### config.mk
export PLATFORM = sky130hd
export DESIGN_NAME = tve_top
export DESIGN_NICKNAME = d
export VERILOG_FILES = /design/src/inc/tve_pkg.sv /design/src/core/tve_div10k.sv /design/src/core/tve_bitq_pair.sv /design/src/core/tve_top.sv
export SDC_FILE = /design/constraint.sdc
export NUM_CORES = 1
export LEC_CHECK = 0
export BUFFER_PORTS_ARGS = -buffer_cell sky130_fd_sc_hd__buf_2
export CAP_MARGIN = 20
export CORE_UTILIZATION = 36
export CTS_CLUSTER_SIZE = 30
export DETAILED_ROUTE_END_ITERATION = 10
export PLACE_DENSITY_LB_ADDON = 0.3
export SLEW_MARGIN = 20
export SYNTH_ARGS = -nofsm -noshare
export SYNTH_HDL_FRONTEND = slang
export SYNTH_SLANG_ARGS = --single-unit
### constraint.sdc
create_clock -name sys_clk -period 3.6 [get_ports sys_clk]
set_input_delay 0.18 -clock sys_clk [delete_from_list [all_inputs] [get_ports sys_clk]]
set_output_delay 0.18 -clock sys_clk [all_outputs]
set_load 0.02 [all_outputs]
### src/inc/tve_pkg.sv
// constants shared by the timestamp and value encoder
// assumes one 100 MHz clock and a synchronous active-high reset

package tve_pkg;

  // ************************************************************
  // bus shape
  // ************************************************************
  localparam int ADDR_W = 8;
  localparam int DATA_W = 16;

  // ************************************************************
  // register indices (word addresses on the plain port)
  // ************************************************************
  localparam logic [7:0] REG_CNT_BASE = 8'h00; // base-10000 counter, 4 words
  localparam logic [7:0] REG_XTS_BASE = 8'h04; // extended timestamp, 4 words
  localparam logic [7:0] REG_STS_BASE = 8'h08; // standard timestamp, 4 words
  localparam logic [7:0] REG_QUAL = 8'h0C; // standard timestamp quality
  localparam logic [7:0] REG_BITQ_BASE = 8'h0D; // validity/status word pairs
  localparam logic [7:0] REG_CTRL = 8'h11; // control, read/write
  localparam logic [7:0] REG_STAT = 8'h12; // block status, read only

  localparam int CNT_WORDS = 4;
  localparam int XTS_WORDS = 4;
  localparam int STS_WORDS = 4;
  localparam int STAT_PAIRS = 2;

  // ************************************************************
  // field positions
  // ************************************************************
  localparam int XTS_DAY_LSB = 0;
  localparam int XTS_MONTH_LSB = 8;
  localparam int XTS_BAD_BIT = 15;
  localparam int XTS_HOUR_LSB = 0;
  localparam int XTS_YEAR_LSB = 8;
  localparam int XTS_SEC_LSB = 0;
  localparam int XTS_MIN_LSB = 8;
  localparam int STS_YEAR_LSB = 0;
  localparam int STS_DAY_LSB = 0;
  localparam int STS_MONTH_LSB = 8;
  localparam int STS_MIN_LSB = 0;
  localparam int STS_HOUR_LSB = 8;
  localparam int QUAL_EXT_BIT = 12;
  localparam int QUAL_SYNC_BIT = 13;
  localparam int QUAL_SET_BIT = 14;

  localparam int CTRL_FORCE_BAD_BIT = 0;
  localparam int CTRL_HOLD_BIT = 1;
  localparam int CTRL_CLR_SYNC_BIT = 2;
  localparam int STAT_BUSY_BIT = 0;
  localparam int STAT_SET_BIT = 1;
  localparam int STAT_SYNC_BIT = 2;
  localparam int STAT_OVF_BIT = 3;

  localparam logic [15:0] CTRL_RESET = 16'h0000;
  localparam logic [15:0] WORD_ZERO = 16'h0000;

  // ************************************************************
  // arithmetic constants
  // ************************************************************
  localparam logic [11:0] YEAR_BASE_X = 12'h076C; // 1900
  localparam logic [11:0] YEAR_BASE_S = 12'h07D0; // 2000
  localparam logic [15:0] MS_PER_SEC = 16'h03E8; // 1000
  localparam logic [13:0] RADIX = 14'h2710; // 10000

  // ************************************************************
  // counter conversion states
  // ************************************************************
  typedef enum logic [1:0] {
    CV_IDLE = 2'b00,
    CV_RUN = 2'b01,
    CV_PUBLISH = 2'b10
  } tve_conv_t;

endpackage

### src/core/tve_div10k.sv
// bit-serial divider by ten thousand for the counter formatter
// assumes start is only honoured while idle; one quotient bit per clock

module tve_div10k
  import tve_pkg::*;
#(
  parameter int W = 48
) (
  input wire logic sys_clk,
  input wire logic rst,
  input wire logic start,
  input wire logic [W-1:0] dividend,
  output logic busy,
  output logic done,
  output logic [W-1:0] quotient,
  output logic [13:0] remainder
);

  localparam int CW = $clog2(W + 1);

  logic [W-1:0] work_q;
  logic [14:0] rem_q;
  logic [CW-1:0] cnt_q;
  logic done_q;

  // ************************************************************
  // restoring step: shift one dividend bit into the remainder
  // ************************************************************
  wire [14:0] trial = {rem_q[13:0], work_q[W-1]};
  wire fits = trial >= {1'b0, RADIX};
  wire [14:0] trial_sub = trial - {1'b0, RADIX};
  wire idle = cnt_q == '0;

  // quotient bits replace dividend bits as they shift out
  always_ff @(posedge sys_clk) begin
    if (rst) begin
      work_q <= '0;
      rem_q <= '0;
      cnt_q <= '0;
      done_q <= 1'b0;
    end else begin
      done_q <= cnt_q == CW'(1);
      if (start && idle) begin
        work_q <= dividend;
        rem_q <= '0;
        cnt_q <= CW'(W);
      end else if (!idle) begin
        work_q <= {work_q[W-2:0], fits};
        rem_q <= fits ? trial_sub : trial;
        cnt_q <= cnt_q - CW'(1);
      end
    end
  end

  assign busy = !idle;
  assign done = done_q;
  assign quotient = work_q;
  assign remainder = rem_q[13:0];

endmodule

### src/core/tve_bitq_pair.sv
// one validity word and the status word that follows it
// assumes the status source presents bit-aligned validity flags

module tve_bitq_pair
  import tve_pkg::*;
#(
  parameter int W = 16
) (
  input wire logic sys_clk,
  input wire logic rst,
  input wire logic [W-1:0] valid_i,
  input wire logic [W-1:0] status_i,
  output logic [W-1:0] valid_word,
  output logic [W-1:0] status_word
);

  logic [W-1:0] valid_q;
  logic [W-1:0] status_q;

  // ************************************************************
  // register both words; a status bit without validity reads 0
  // ************************************************************
  always_ff @(posedge sys_clk) begin
    if (rst) begin
      valid_q <= '0;
      status_q <= '0;
    end else begin
      valid_q <= valid_i;
      status_q <= status_i & valid_i;
    end
  end

  assign valid_word = valid_q;
  assign status_word = status_q;

endmodule

### src/core/tve_top.sv
// timestamp and value encoder: formats a signed counter and the
// wall-clock time into 16-bit words that a register client reads
// assumes calendar inputs are synchronous and already in range

module tve_top
  import tve_pkg::*;
#(
  parameter int CNT_W = 48
) (
  input wire logic sys_clk,
  input wire logic rst,
  // register port
  input wire logic [ADDR_W-1:0] bus_addr,
  input wire logic [DATA_W-1:0] bus_wdata,
  input wire logic bus_wr,
  input wire logic bus_rd,
  output logic [DATA_W-1:0] bus_rdata,
  // value to format as a base-10000 counter
  input wire logic signed [CNT_W-1:0] counter_value,
  // calendar time from the device clock
  input wire logic [11:0] year_in,
  input wire logic [3:0] month_in,
  input wire logic [4:0] day_in,
  input wire logic [4:0] hour_in,
  input wire logic [5:0] minute_in,
  input wire logic [5:0] second_in,
  input wire logic [9:0] msec_in,
  // time quality events
  input wire logic time_set_pulse,
  input wire logic sync_pulse,
  input wire logic ext_sync_level,
  // bit-enumerated status with validity
  input wire logic [STAT_PAIRS*DATA_W-1:0] status_valid_in,
  input wire logic [STAT_PAIRS*DATA_W-1:0] status_bits_in,
  output logic time_doubtful
);

  // ************************************************************
  // control register and time quality flags
  // ************************************************************
  logic [DATA_W-1:0] ctrl_q;
  logic time_set_q;
  logic synced_q;

  wire ctrl_hit = bus_wr && (bus_addr == REG_CTRL);
  wire clr_sync = ctrl_hit && bus_wdata[CTRL_CLR_SYNC_BIT];
  wire force_bad = ctrl_q[CTRL_FORCE_BAD_BIT];
  wire hold_cnt = ctrl_q[CTRL_HOLD_BIT];

  // clear-on-write bit is a pulse and is not stored
  always_ff @(posedge sys_clk) begin
    if (rst) begin
      ctrl_q <= CTRL_RESET;
    end else if (ctrl_hit) begin
      ctrl_q <= bus_wdata & ~(DATA_W'(1) << CTRL_CLR_SYNC_BIT);
    end
  end

  // reset stands for power loss: time unset and unsynchronised
  always_ff @(posedge sys_clk) begin
    if (rst) begin
      time_set_q <= 1'b0;
      synced_q <= 1'b0;
    end else begin
      if (time_set_pulse) begin
        time_set_q <= 1'b1;
      end
      if (sync_pulse) begin
        synced_q <= 1'b1; // set wins over a clear in the same cycle
      end else if (clr_sync) begin
        synced_q <= 1'b0;
      end
    end
  end

  // doubtful whenever unset, unsynchronised, or forced by software
  wire bad_time = !time_set_q || !synced_q || force_bad;

  // ************************************************************
  // timestamp field arithmetic
  // ************************************************************
  wire [11:0] year_x_full = year_in - YEAR_BASE_X;
  wire [7:0] year_x = year_x_full[7:0];
  wire year_s_ok = year_in >= YEAR_BASE_S;
  wire [11:0] year_s_full = year_in - YEAR_BASE_S;
  wire [6:0] year_s = year_s_ok ? year_s_full[6:0] : 7'h00;
  wire [15:0] msec_x = 16'(msec_in);
  wire [15:0] msec_s = 16'(16'(second_in) * MS_PER_SEC + 16'(msec_in));

  // ************************************************************
  // word assembly; every bit not named is zero
  // ************************************************************
  logic [DATA_W-1:0] xts_d [XTS_WORDS];
  logic [DATA_W-1:0] sts_d [STS_WORDS];
  logic [DATA_W-1:0] qual_d;

  always_comb begin
    xts_d[0] = WORD_ZERO;
    xts_d[0][XTS_DAY_LSB +: 8] = 8'(day_in);
    xts_d[0][XTS_MONTH_LSB +: 7] = 7'(month_in);
    xts_d[0][XTS_BAD_BIT] = bad_time;
    xts_d[1] = WORD_ZERO;
    xts_d[1][XTS_HOUR_LSB +: 8] = 8'(hour_in);
    xts_d[1][XTS_YEAR_LSB +: 8] = year_x;
    xts_d[2] = WORD_ZERO;
    xts_d[2][XTS_SEC_LSB +: 8] = 8'(second_in);
    xts_d[2][XTS_MIN_LSB +: 8] = 8'(minute_in);
    xts_d[3] = msec_x;
  end

  always_comb begin
    sts_d[0] = WORD_ZERO;
    sts_d[0][STS_YEAR_LSB +: 7] = year_s;
    sts_d[1] = WORD_ZERO;
    sts_d[1][STS_DAY_LSB +: 5] = day_in;
    sts_d[1][STS_MONTH_LSB +: 4] = month_in;
    sts_d[2] = WORD_ZERO;
    sts_d[2][STS_MIN_LSB +: 6] = minute_in;
    sts_d[2][STS_HOUR_LSB +: 5] = hour_in;
    sts_d[3] = msec_s;
    qual_d = WORD_ZERO;
    qual_d[QUAL_EXT_BIT] = ext_sync_level;
    qual_d[QUAL_SYNC_BIT] = synced_q;
    qual_d[QUAL_SET_BIT] = time_set_q && !force_bad;
  end

  // ************************************************************
  // timestamp word registers
  // ************************************************************
  logic [DATA_W-1:0] xts_q [XTS_WORDS];
  logic [DATA_W-1:0] sts_q [STS_WORDS];
  logic [DATA_W-1:0] qual_q;

  always_ff @(posedge sys_clk) begin
    if (rst) begin
      for (int i = 0; i < XTS_WORDS; i++) begin
        xts_q[i] <= WORD_ZERO;
        sts_q[i] <= WORD_ZERO;
      end
      qual_q <= WORD_ZERO;
    end else begin
      xts_q <= xts_d;
      sts_q <= sts_d;
      qual_q <= qual_d;
    end
  end

  assign time_doubtful = xts_q[0][XTS_BAD_BIT];

  // ************************************************************
  // base-10000 counter: sign and magnitude, then digit by digit
  // ************************************************************
  localparam int IDX_W = $clog2(CNT_WORDS);
  localparam logic [IDX_W-1:0] IDX_LAST = IDX_W'(CNT_WORDS - 1);

  tve_conv_t state_q;
  tve_conv_t state_d;
  logic [IDX_W-1:0] idx_q;
  logic neg_q;
  logic ovf_q;
  logic [DATA_W-1:0] digit_q [CNT_WORDS];
  logic [DATA_W-1:0] cnt_q [CNT_WORDS];

  logic div_busy;
  logic div_done;
  logic [CNT_W-1:0] div_quot;
  logic [13:0] div_rem;

  wire cnt_neg = counter_value[CNT_W-1];
  wire [CNT_W-1:0] cnt_mag = cnt_neg ? CNT_W'(-counter_value) : CNT_W'(counter_value);
  wire more_digits = div_done && (idx_q != IDX_LAST);
  wire div_start = (state_q == CV_IDLE) || (state_q == CV_RUN && more_digits);
  wire [CNT_W-1:0] div_in = (state_q == CV_IDLE) ? cnt_mag : div_quot;
  wire [15:0] rem_pos = 16'(div_rem);
  wire [15:0] rem_word = neg_q ? 16'(-rem_pos) : rem_pos;

  tve_div10k #(
    .W(CNT_W)
  ) u_div (
    .sys_clk(sys_clk),
    .rst(rst),
    .start(div_start),
    .dividend(div_in),
    .busy(div_busy),
    .done(div_done),
    .quotient(div_quot),
    .remainder(div_rem)
  );

  // conversion sequencing
  always_comb begin
    state_d = state_q;
    case (state_q)
      CV_IDLE: begin
        if (!div_busy) begin
          state_d = CV_RUN;
        end
      end
      CV_RUN: begin
        if (div_done && idx_q == IDX_LAST) begin
          state_d = CV_PUBLISH;
        end
      end
      CV_PUBLISH: begin
        state_d = CV_IDLE;
      end
      default: begin
        state_d = CV_IDLE;
      end
    endcase
  end

  // lowest digit is stored first, at the lowest word
  always_ff @(posedge sys_clk) begin
    if (rst) begin
      state_q <= CV_IDLE;
      idx_q <= '0;
      neg_q <= 1'b0;
      for (int i = 0; i < CNT_WORDS; i++) begin
        digit_q[i] <= WORD_ZERO;
      end
    end else begin
      state_q <= state_d;
      if (state_q == CV_IDLE) begin
        neg_q <= cnt_neg;
        idx_q <= '0;
      end else if (state_q == CV_RUN && div_done) begin
        digit_q[idx_q] <= rem_word;
        idx_q <= idx_q + IDX_W'(1);
      end
    end
  end

  // whole value is published at once so words never mix samples
  always_ff @(posedge sys_clk) begin
    if (rst) begin
      ovf_q <= 1'b0;
      for (int i = 0; i < CNT_WORDS; i++) begin
        cnt_q[i] <= WORD_ZERO;
      end
    end else if (state_q == CV_PUBLISH && !hold_cnt) begin
      cnt_q <= digit_q;
      ovf_q <= div_quot != '0;
    end
  end

  // ************************************************************
  // validity and status word pairs
  // ************************************************************
  logic [DATA_W-1:0] bitq_word [2*STAT_PAIRS];

  for (genvar g = 0; g < STAT_PAIRS; g++) begin : g_pair
    tve_bitq_pair #(
      .W(DATA_W)
    ) u_pair (
      .sys_clk(sys_clk),
      .rst(rst),
      .valid_i(status_valid_in[g*DATA_W +: DATA_W]),
      .status_i(status_bits_in[g*DATA_W +: DATA_W]),
      .valid_word(bitq_word[2*g]),
      .status_word(bitq_word[2*g+1])
    );
  end

  // ************************************************************
  // read decode and read data register
  // ************************************************************
  wire [ADDR_W-1:0] off_cnt = bus_addr - REG_CNT_BASE;
  wire [ADDR_W-1:0] off_xts = bus_addr - REG_XTS_BASE;
  wire [ADDR_W-1:0] off_sts = bus_addr - REG_STS_BASE;
  wire [ADDR_W-1:0] off_bitq = bus_addr - REG_BITQ_BASE;
  wire hit_cnt = off_cnt < ADDR_W'(CNT_WORDS);
  wire hit_xts = off_xts < ADDR_W'(XTS_WORDS);
  wire hit_sts = off_sts < ADDR_W'(STS_WORDS);
  wire hit_bitq = off_bitq < ADDR_W'(2 * STAT_PAIRS);

  logic [DATA_W-1:0] stat_word;
  logic [DATA_W-1:0] rd_mux;
  logic [DATA_W-1:0] rdata_q;

  always_comb begin
    stat_word = WORD_ZERO;
    stat_word[STAT_BUSY_BIT] = state_q != CV_IDLE;
    stat_word[STAT_SET_BIT] = time_set_q;
    stat_word[STAT_SYNC_BIT] = synced_q;
    stat_word[STAT_OVF_BIT] = ovf_q;
  end

  // unmapped addresses read as zero
  always_comb begin
    rd_mux = WORD_ZERO;
    if (hit_cnt) begin
      rd_mux = cnt_q[off_cnt[IDX_W-1:0]];
    end else if (hit_xts) begin
      rd_mux = xts_q[off_xts[1:0]];
    end else if (hit_sts) begin
      rd_mux = sts_q[off_sts[1:0]];
    end else if (bus_addr == REG_QUAL) begin
      rd_mux = qual_q;
    end else if (hit_bitq) begin
      rd_mux = bitq_word[off_bitq[$clog2(2*STAT_PAIRS)-1:0]];
    end else if (bus_addr == REG_CTRL) begin
      rd_mux = ctrl_q;
    end else if (bus_addr == REG_STAT) begin
      rd_mux = stat_word;
    end
  end

  // read data stand for exactly the cycle after the strobe
  always_ff @(posedge sys_clk) begin
    if (rst) begin
      rdata_q <= WORD_ZERO;
    end else begin
      rdata_q <= bus_rd ? rd_mux : WORD_ZERO;
    end
  end

  assign bus_rdata = rdata_q;

endmodule

==> results.sh <==
export IMPL_slew_violations=0
export IMPL_start_util_pct=36.5
export IMPL_yosys_area_share_simple_pct=20.4
export IMPL_clk_latency_ns=0.54
export IMPL_port_buffers=207
export IMPL_finalHoldViolCount=0
export IMPL_worst_pin_slew_ns=1.01
export IMPL_vias_per_cell=5.27
export IMPL_grt_ovfl_total=0
export IMPL_die_y_um=222
export IMPL_numClockSinks=368
export IMPL_area_growth_pct=25.7
export IMPL_syn_num_nets=2235
export IMPL_hold_slack_ns=0.00836
export IMPL_syn_inst=1977
export IMPL_hold_path_class="in2reg"
export IMPL_synth_fa_ha_area_share_pct=5.39
export IMPL_multi_input_area_um2=9310
export IMPL_cts_setup_buffers=0
export IMPL_cts_buffer_depth=3
export IMPL_synth_mux_area_share_pct=6.76
export IMPL_seqCellArea_um2=7370
export IMPL_num_rows=80
export IMPL_route_detailed_drc=0
export IMPL_cp_num_cells=15
export IMPL_finalCritPeriodShare_pct=94.3
export IMPL_num_antenna_cells=0
export IMPL_ys_ff_latch=368
export IMPL_synthFlopType="dfxtp_1"
export IMPL_die_width_um=222
export IMPL_gp_congestion=0.917
export IMPL_antenna_found_initial=6
export IMPL_slowest_stage="fa_1"
export IMPL_rsz0062_at_grt="no"
export IMPL_slew_limit_headroom_pct=32.6
export IMPL_leakagePower_nw=8.42
export IMPL_synth_edf_count=0
export IMPL_grt_usage_pct=19.9
export IMPL_cp_end_kind="flip-flop"
export IMPL_status="finished, final reports clean"
export IMPL_synth_top_family_by_area="simple AND/OR/NAND/NOR gates"
export IMPL_drv_cap=0
export IMPL_wire_per_inst_um=17.1
export IMPL_use_met3_pct=3.78
export IMPL_avgSynthCellArea_um2=8.79
export IMPL_grt_pass1_wl_um=79300
export IMPL_path_cells="buf_2 > fa_1 > ha_1 > inv_1 > fa_1 > inv_1 > ha_2 > fa_2 > xor2_1 > ha_1 > nor2_1 > nor2_1 > o21ai_1 > or4_1 > a21oi_1"
export IMPL_crit_family="adder cells"
export IMPL_cp_num_buf_inv=3
export IMPL_drive_gt1_share_pct=17.3
export IMPL_route_vias_total=15417
export IMPL_htree_levels=2
export IMPL_critPathKind="in2reg"
export IMPL_wirelength_um=50200
export IMPL_async_flop_share_pct=0
export IMPL_fmaxAchievable_mhz=294
export IMPL_cts_buffers=40
export IMPL_ir_worst_vdd_v=0.000359
export IMPL_drt_initial_drc_count=1124
export IMPL_io_pins=208
export IMPL_power_w=0.0131
export IMPL_root_buffer="clkbuf_16"
export IMPL_min_path_cells=3
export IMPL_cts_tree="built"
export IMPL_finClkSkew_ns=0.0176
export IMPL_die_area_um2=49100
export IMPL_num_nets_final=2541
export IMPL_cellPowerDensity_nw_per_um2=599
export IMPL_crit_required_ns=4.05
export IMPL_place_ws_ns=-0.349
export IMPL_grtUsageMet1_pct=26.5
export IMPL_hpwl_um=34700
export IMPL_setup_violations=0
export IMPL_r2r_setup_slack_ns=0.62
export IMPL_fillers=4551
export IMPL_grt_pass1_vias=14758
export IMPL_comb_power_share_pct=30.1
export IMPL_utilization_pct=45.8
export IMPL_p_switching_w=0.00437
export IMPL_syn_area_um2=17400
export IMPL_r2r_cells=8
export IMPL_setup_slack_ns=0.204
export IMPL_cpPeakStageDelay_ns=0.52
export IMPL_synth_compound_area_share_pct=16.6
export IMPL_startpoint_type="primary input"
export IMPL_crit_fanout=4
export IMPL_clkPwrFrac_pct=31.8
export IMPL_yosysSeqAreaShare_pct=42.4
export IMPL_grt_busiest_layer="met2"
export IMPL_synth_xor_area_share_pct=4.13
export IMPL_fin_crit_ns=3.40
export IMPL_crit_arrival_ns=3.85
export IMPL_grt_use_met2_pct=32.8
export IMPL_yosysWarnings=0
export IMPL_core_area_um2=47600
export IMPL_p_int_w=0.00873
export IMPL_drtAntennaViolNets=0
export IMPL_yosys_cell_types_count=69
export IMPL_grt_max_degree=145
export IMPL_sw_frac_of_total_pct=33.4
export IMPL_clkSlewWorstSetupHoldPaths_ns=0.06
export IMPL_firstDrtPassIters=6
export IMPL_p_seq_share_pct=38.2
power by group through the flow:
| stage | Clock (W) | Combinational [W] | Sequential, W |
|---|---|---|---|
| after floorplan | 0 | 0.00276 | 0.00484 |
| after global placement | 0 | 0.00372 | 0.00506 |
| after detailed placement | 0 | 0.00380 | 0.00507 |
| after CTS | 0.00423 | 0.00392 | 0.00499 |
| after global routing | 0.00441 | 0.00440 | 0.00506 |
| final | 0.00416 | 0.00394 | 0.00500 |
timing repair:
item | CTS | global route
resized for setup | 0 | 1
setup endpoints to repair | 0 | 1
hold buffers | 132 | 0
hold endpoints to repair | 127 | 0
cells in the mapped netlist (all sizes together), types with 11 or more instances:
master / number / share of area (%)
or4: 15 / 0.71
inv: 67 / 1.4
nor4: 23 / 0.83
mux4: 44 / 5.7
mux2i: 16 / 0.92
nand2: 278 / 6.0
o211ai: 12 / 0.52
fa: 13 / 1.5
xor2: 49 / 2.5
dfxtp: 368 / 42
ha: 54 / 3.9
a21oi: 204 / 5.9
buf: 23 / 0.55
clkbuf: 109 / 2.4
nor2b: 77 / 2.8
nand3: 45 / 1.3
o31ai: 22 / 0.95
or3: 21 / 0.76
a221oi: 17 / 0.86
nor3: 43 / 1.3
a31oi: 13 / 0.47
o21ai: 47 / 1.4
and3: 17 / 0.61
o41ai: 11 / 0.66
a211oi: 66 / 2.9
xnor2: 33 / 1.7
and2: 44 / 1.6
nor2: 147 / 3.2
routing by layer:
metal	part of all wire [%]	routed length, µm	up-vias
met4	2.3	1150	12
met1	45	22500	7303
li1	-	-	7557
met3	6.1	3040	95
met5	0.15	77	-
met2	47	23400	450
layout by cell type, fill, tap and decap left out, types with 16 or more instances in the layout:
cell type / count
ha_1: 51
inv_1: 67
and2_1: 43
dfxtp_1: 368
nor3_1: 42
or3_1: 21
a211oi_1: 66
o21ai_0: 45
buf_4: 57
clkbuf_16: 41
xor2_1: 49
nor4_1: 22
and3_1: 17
a221oi_1: 16
nand2_1: 277
mux4_2: 44
nand3_1: 45
nor2b_1: 77
o31ai_1: 22
xnor2_1: 33
dlygate4sd3_1: 132
mux2i_1: 16
a21oi_1: 204
buf_2: 205
nor2_1: 145
per-stage QoR:
stage                     TNS (ns)  instance area (µm²)  instances
after floorplan                  0                17400       1977
after global placement       -1.00                19200       2724
after detailed placement     -1.26                19200       2724
after CTS                        0                21800       2928
after global routing             0                21800       2928
final                            0                21800       2928
state kept, by name (all words and copies together) (netlist names), 3 cells and up:
signal                     count
digit_q                       64
u_div.quotient                48
u_div.cnt_q                    6
g_pair.u_pair.status_word     32
xts_q                         43
g_pair.u_pair.valid_word      32
sts_q                         21
u_div.rem_q                   14
cnt_q                         64
qual_q                         3
bus_rdata                     16
ctrl_q                        15
area by class of cell:
class | instances | share of cell area [%]
timing repair buffer | 396 | 12.9
clock buffer | 60 | 5.44
inverter | 68 | 1.17
sequential | 368 | 33.7
multi-input combinational | 1409 | 42.6
tap | 615 | 3.52
clock inverter | 12 | 0.687
final timing paths:
check                                        from                 end
worst max-delay path                 second_in[2]           sts_q[15]
worst min-delay path            counter_value[26]  u_div.quotient[26]
worst max register to register     u_div.cnt_q[0]  u_div.quotient[27]
worst min register to register        digit_q[35]           cnt_q[35]
logic make-up after synthesis:
logic type      Yosys count
simple gates            743
compound gates          455
flops                   368
buf+inv                 200
xor+xnor                 82
fa+ha+maj                67
mux                      62
tightest hold or removal path, stage by stage:
cell,delay (ns)
buf_2,0.11
xor2_1,0.09
a21oi_1,0.11
No activity file was read; power rests on OpenSTA's default activity.
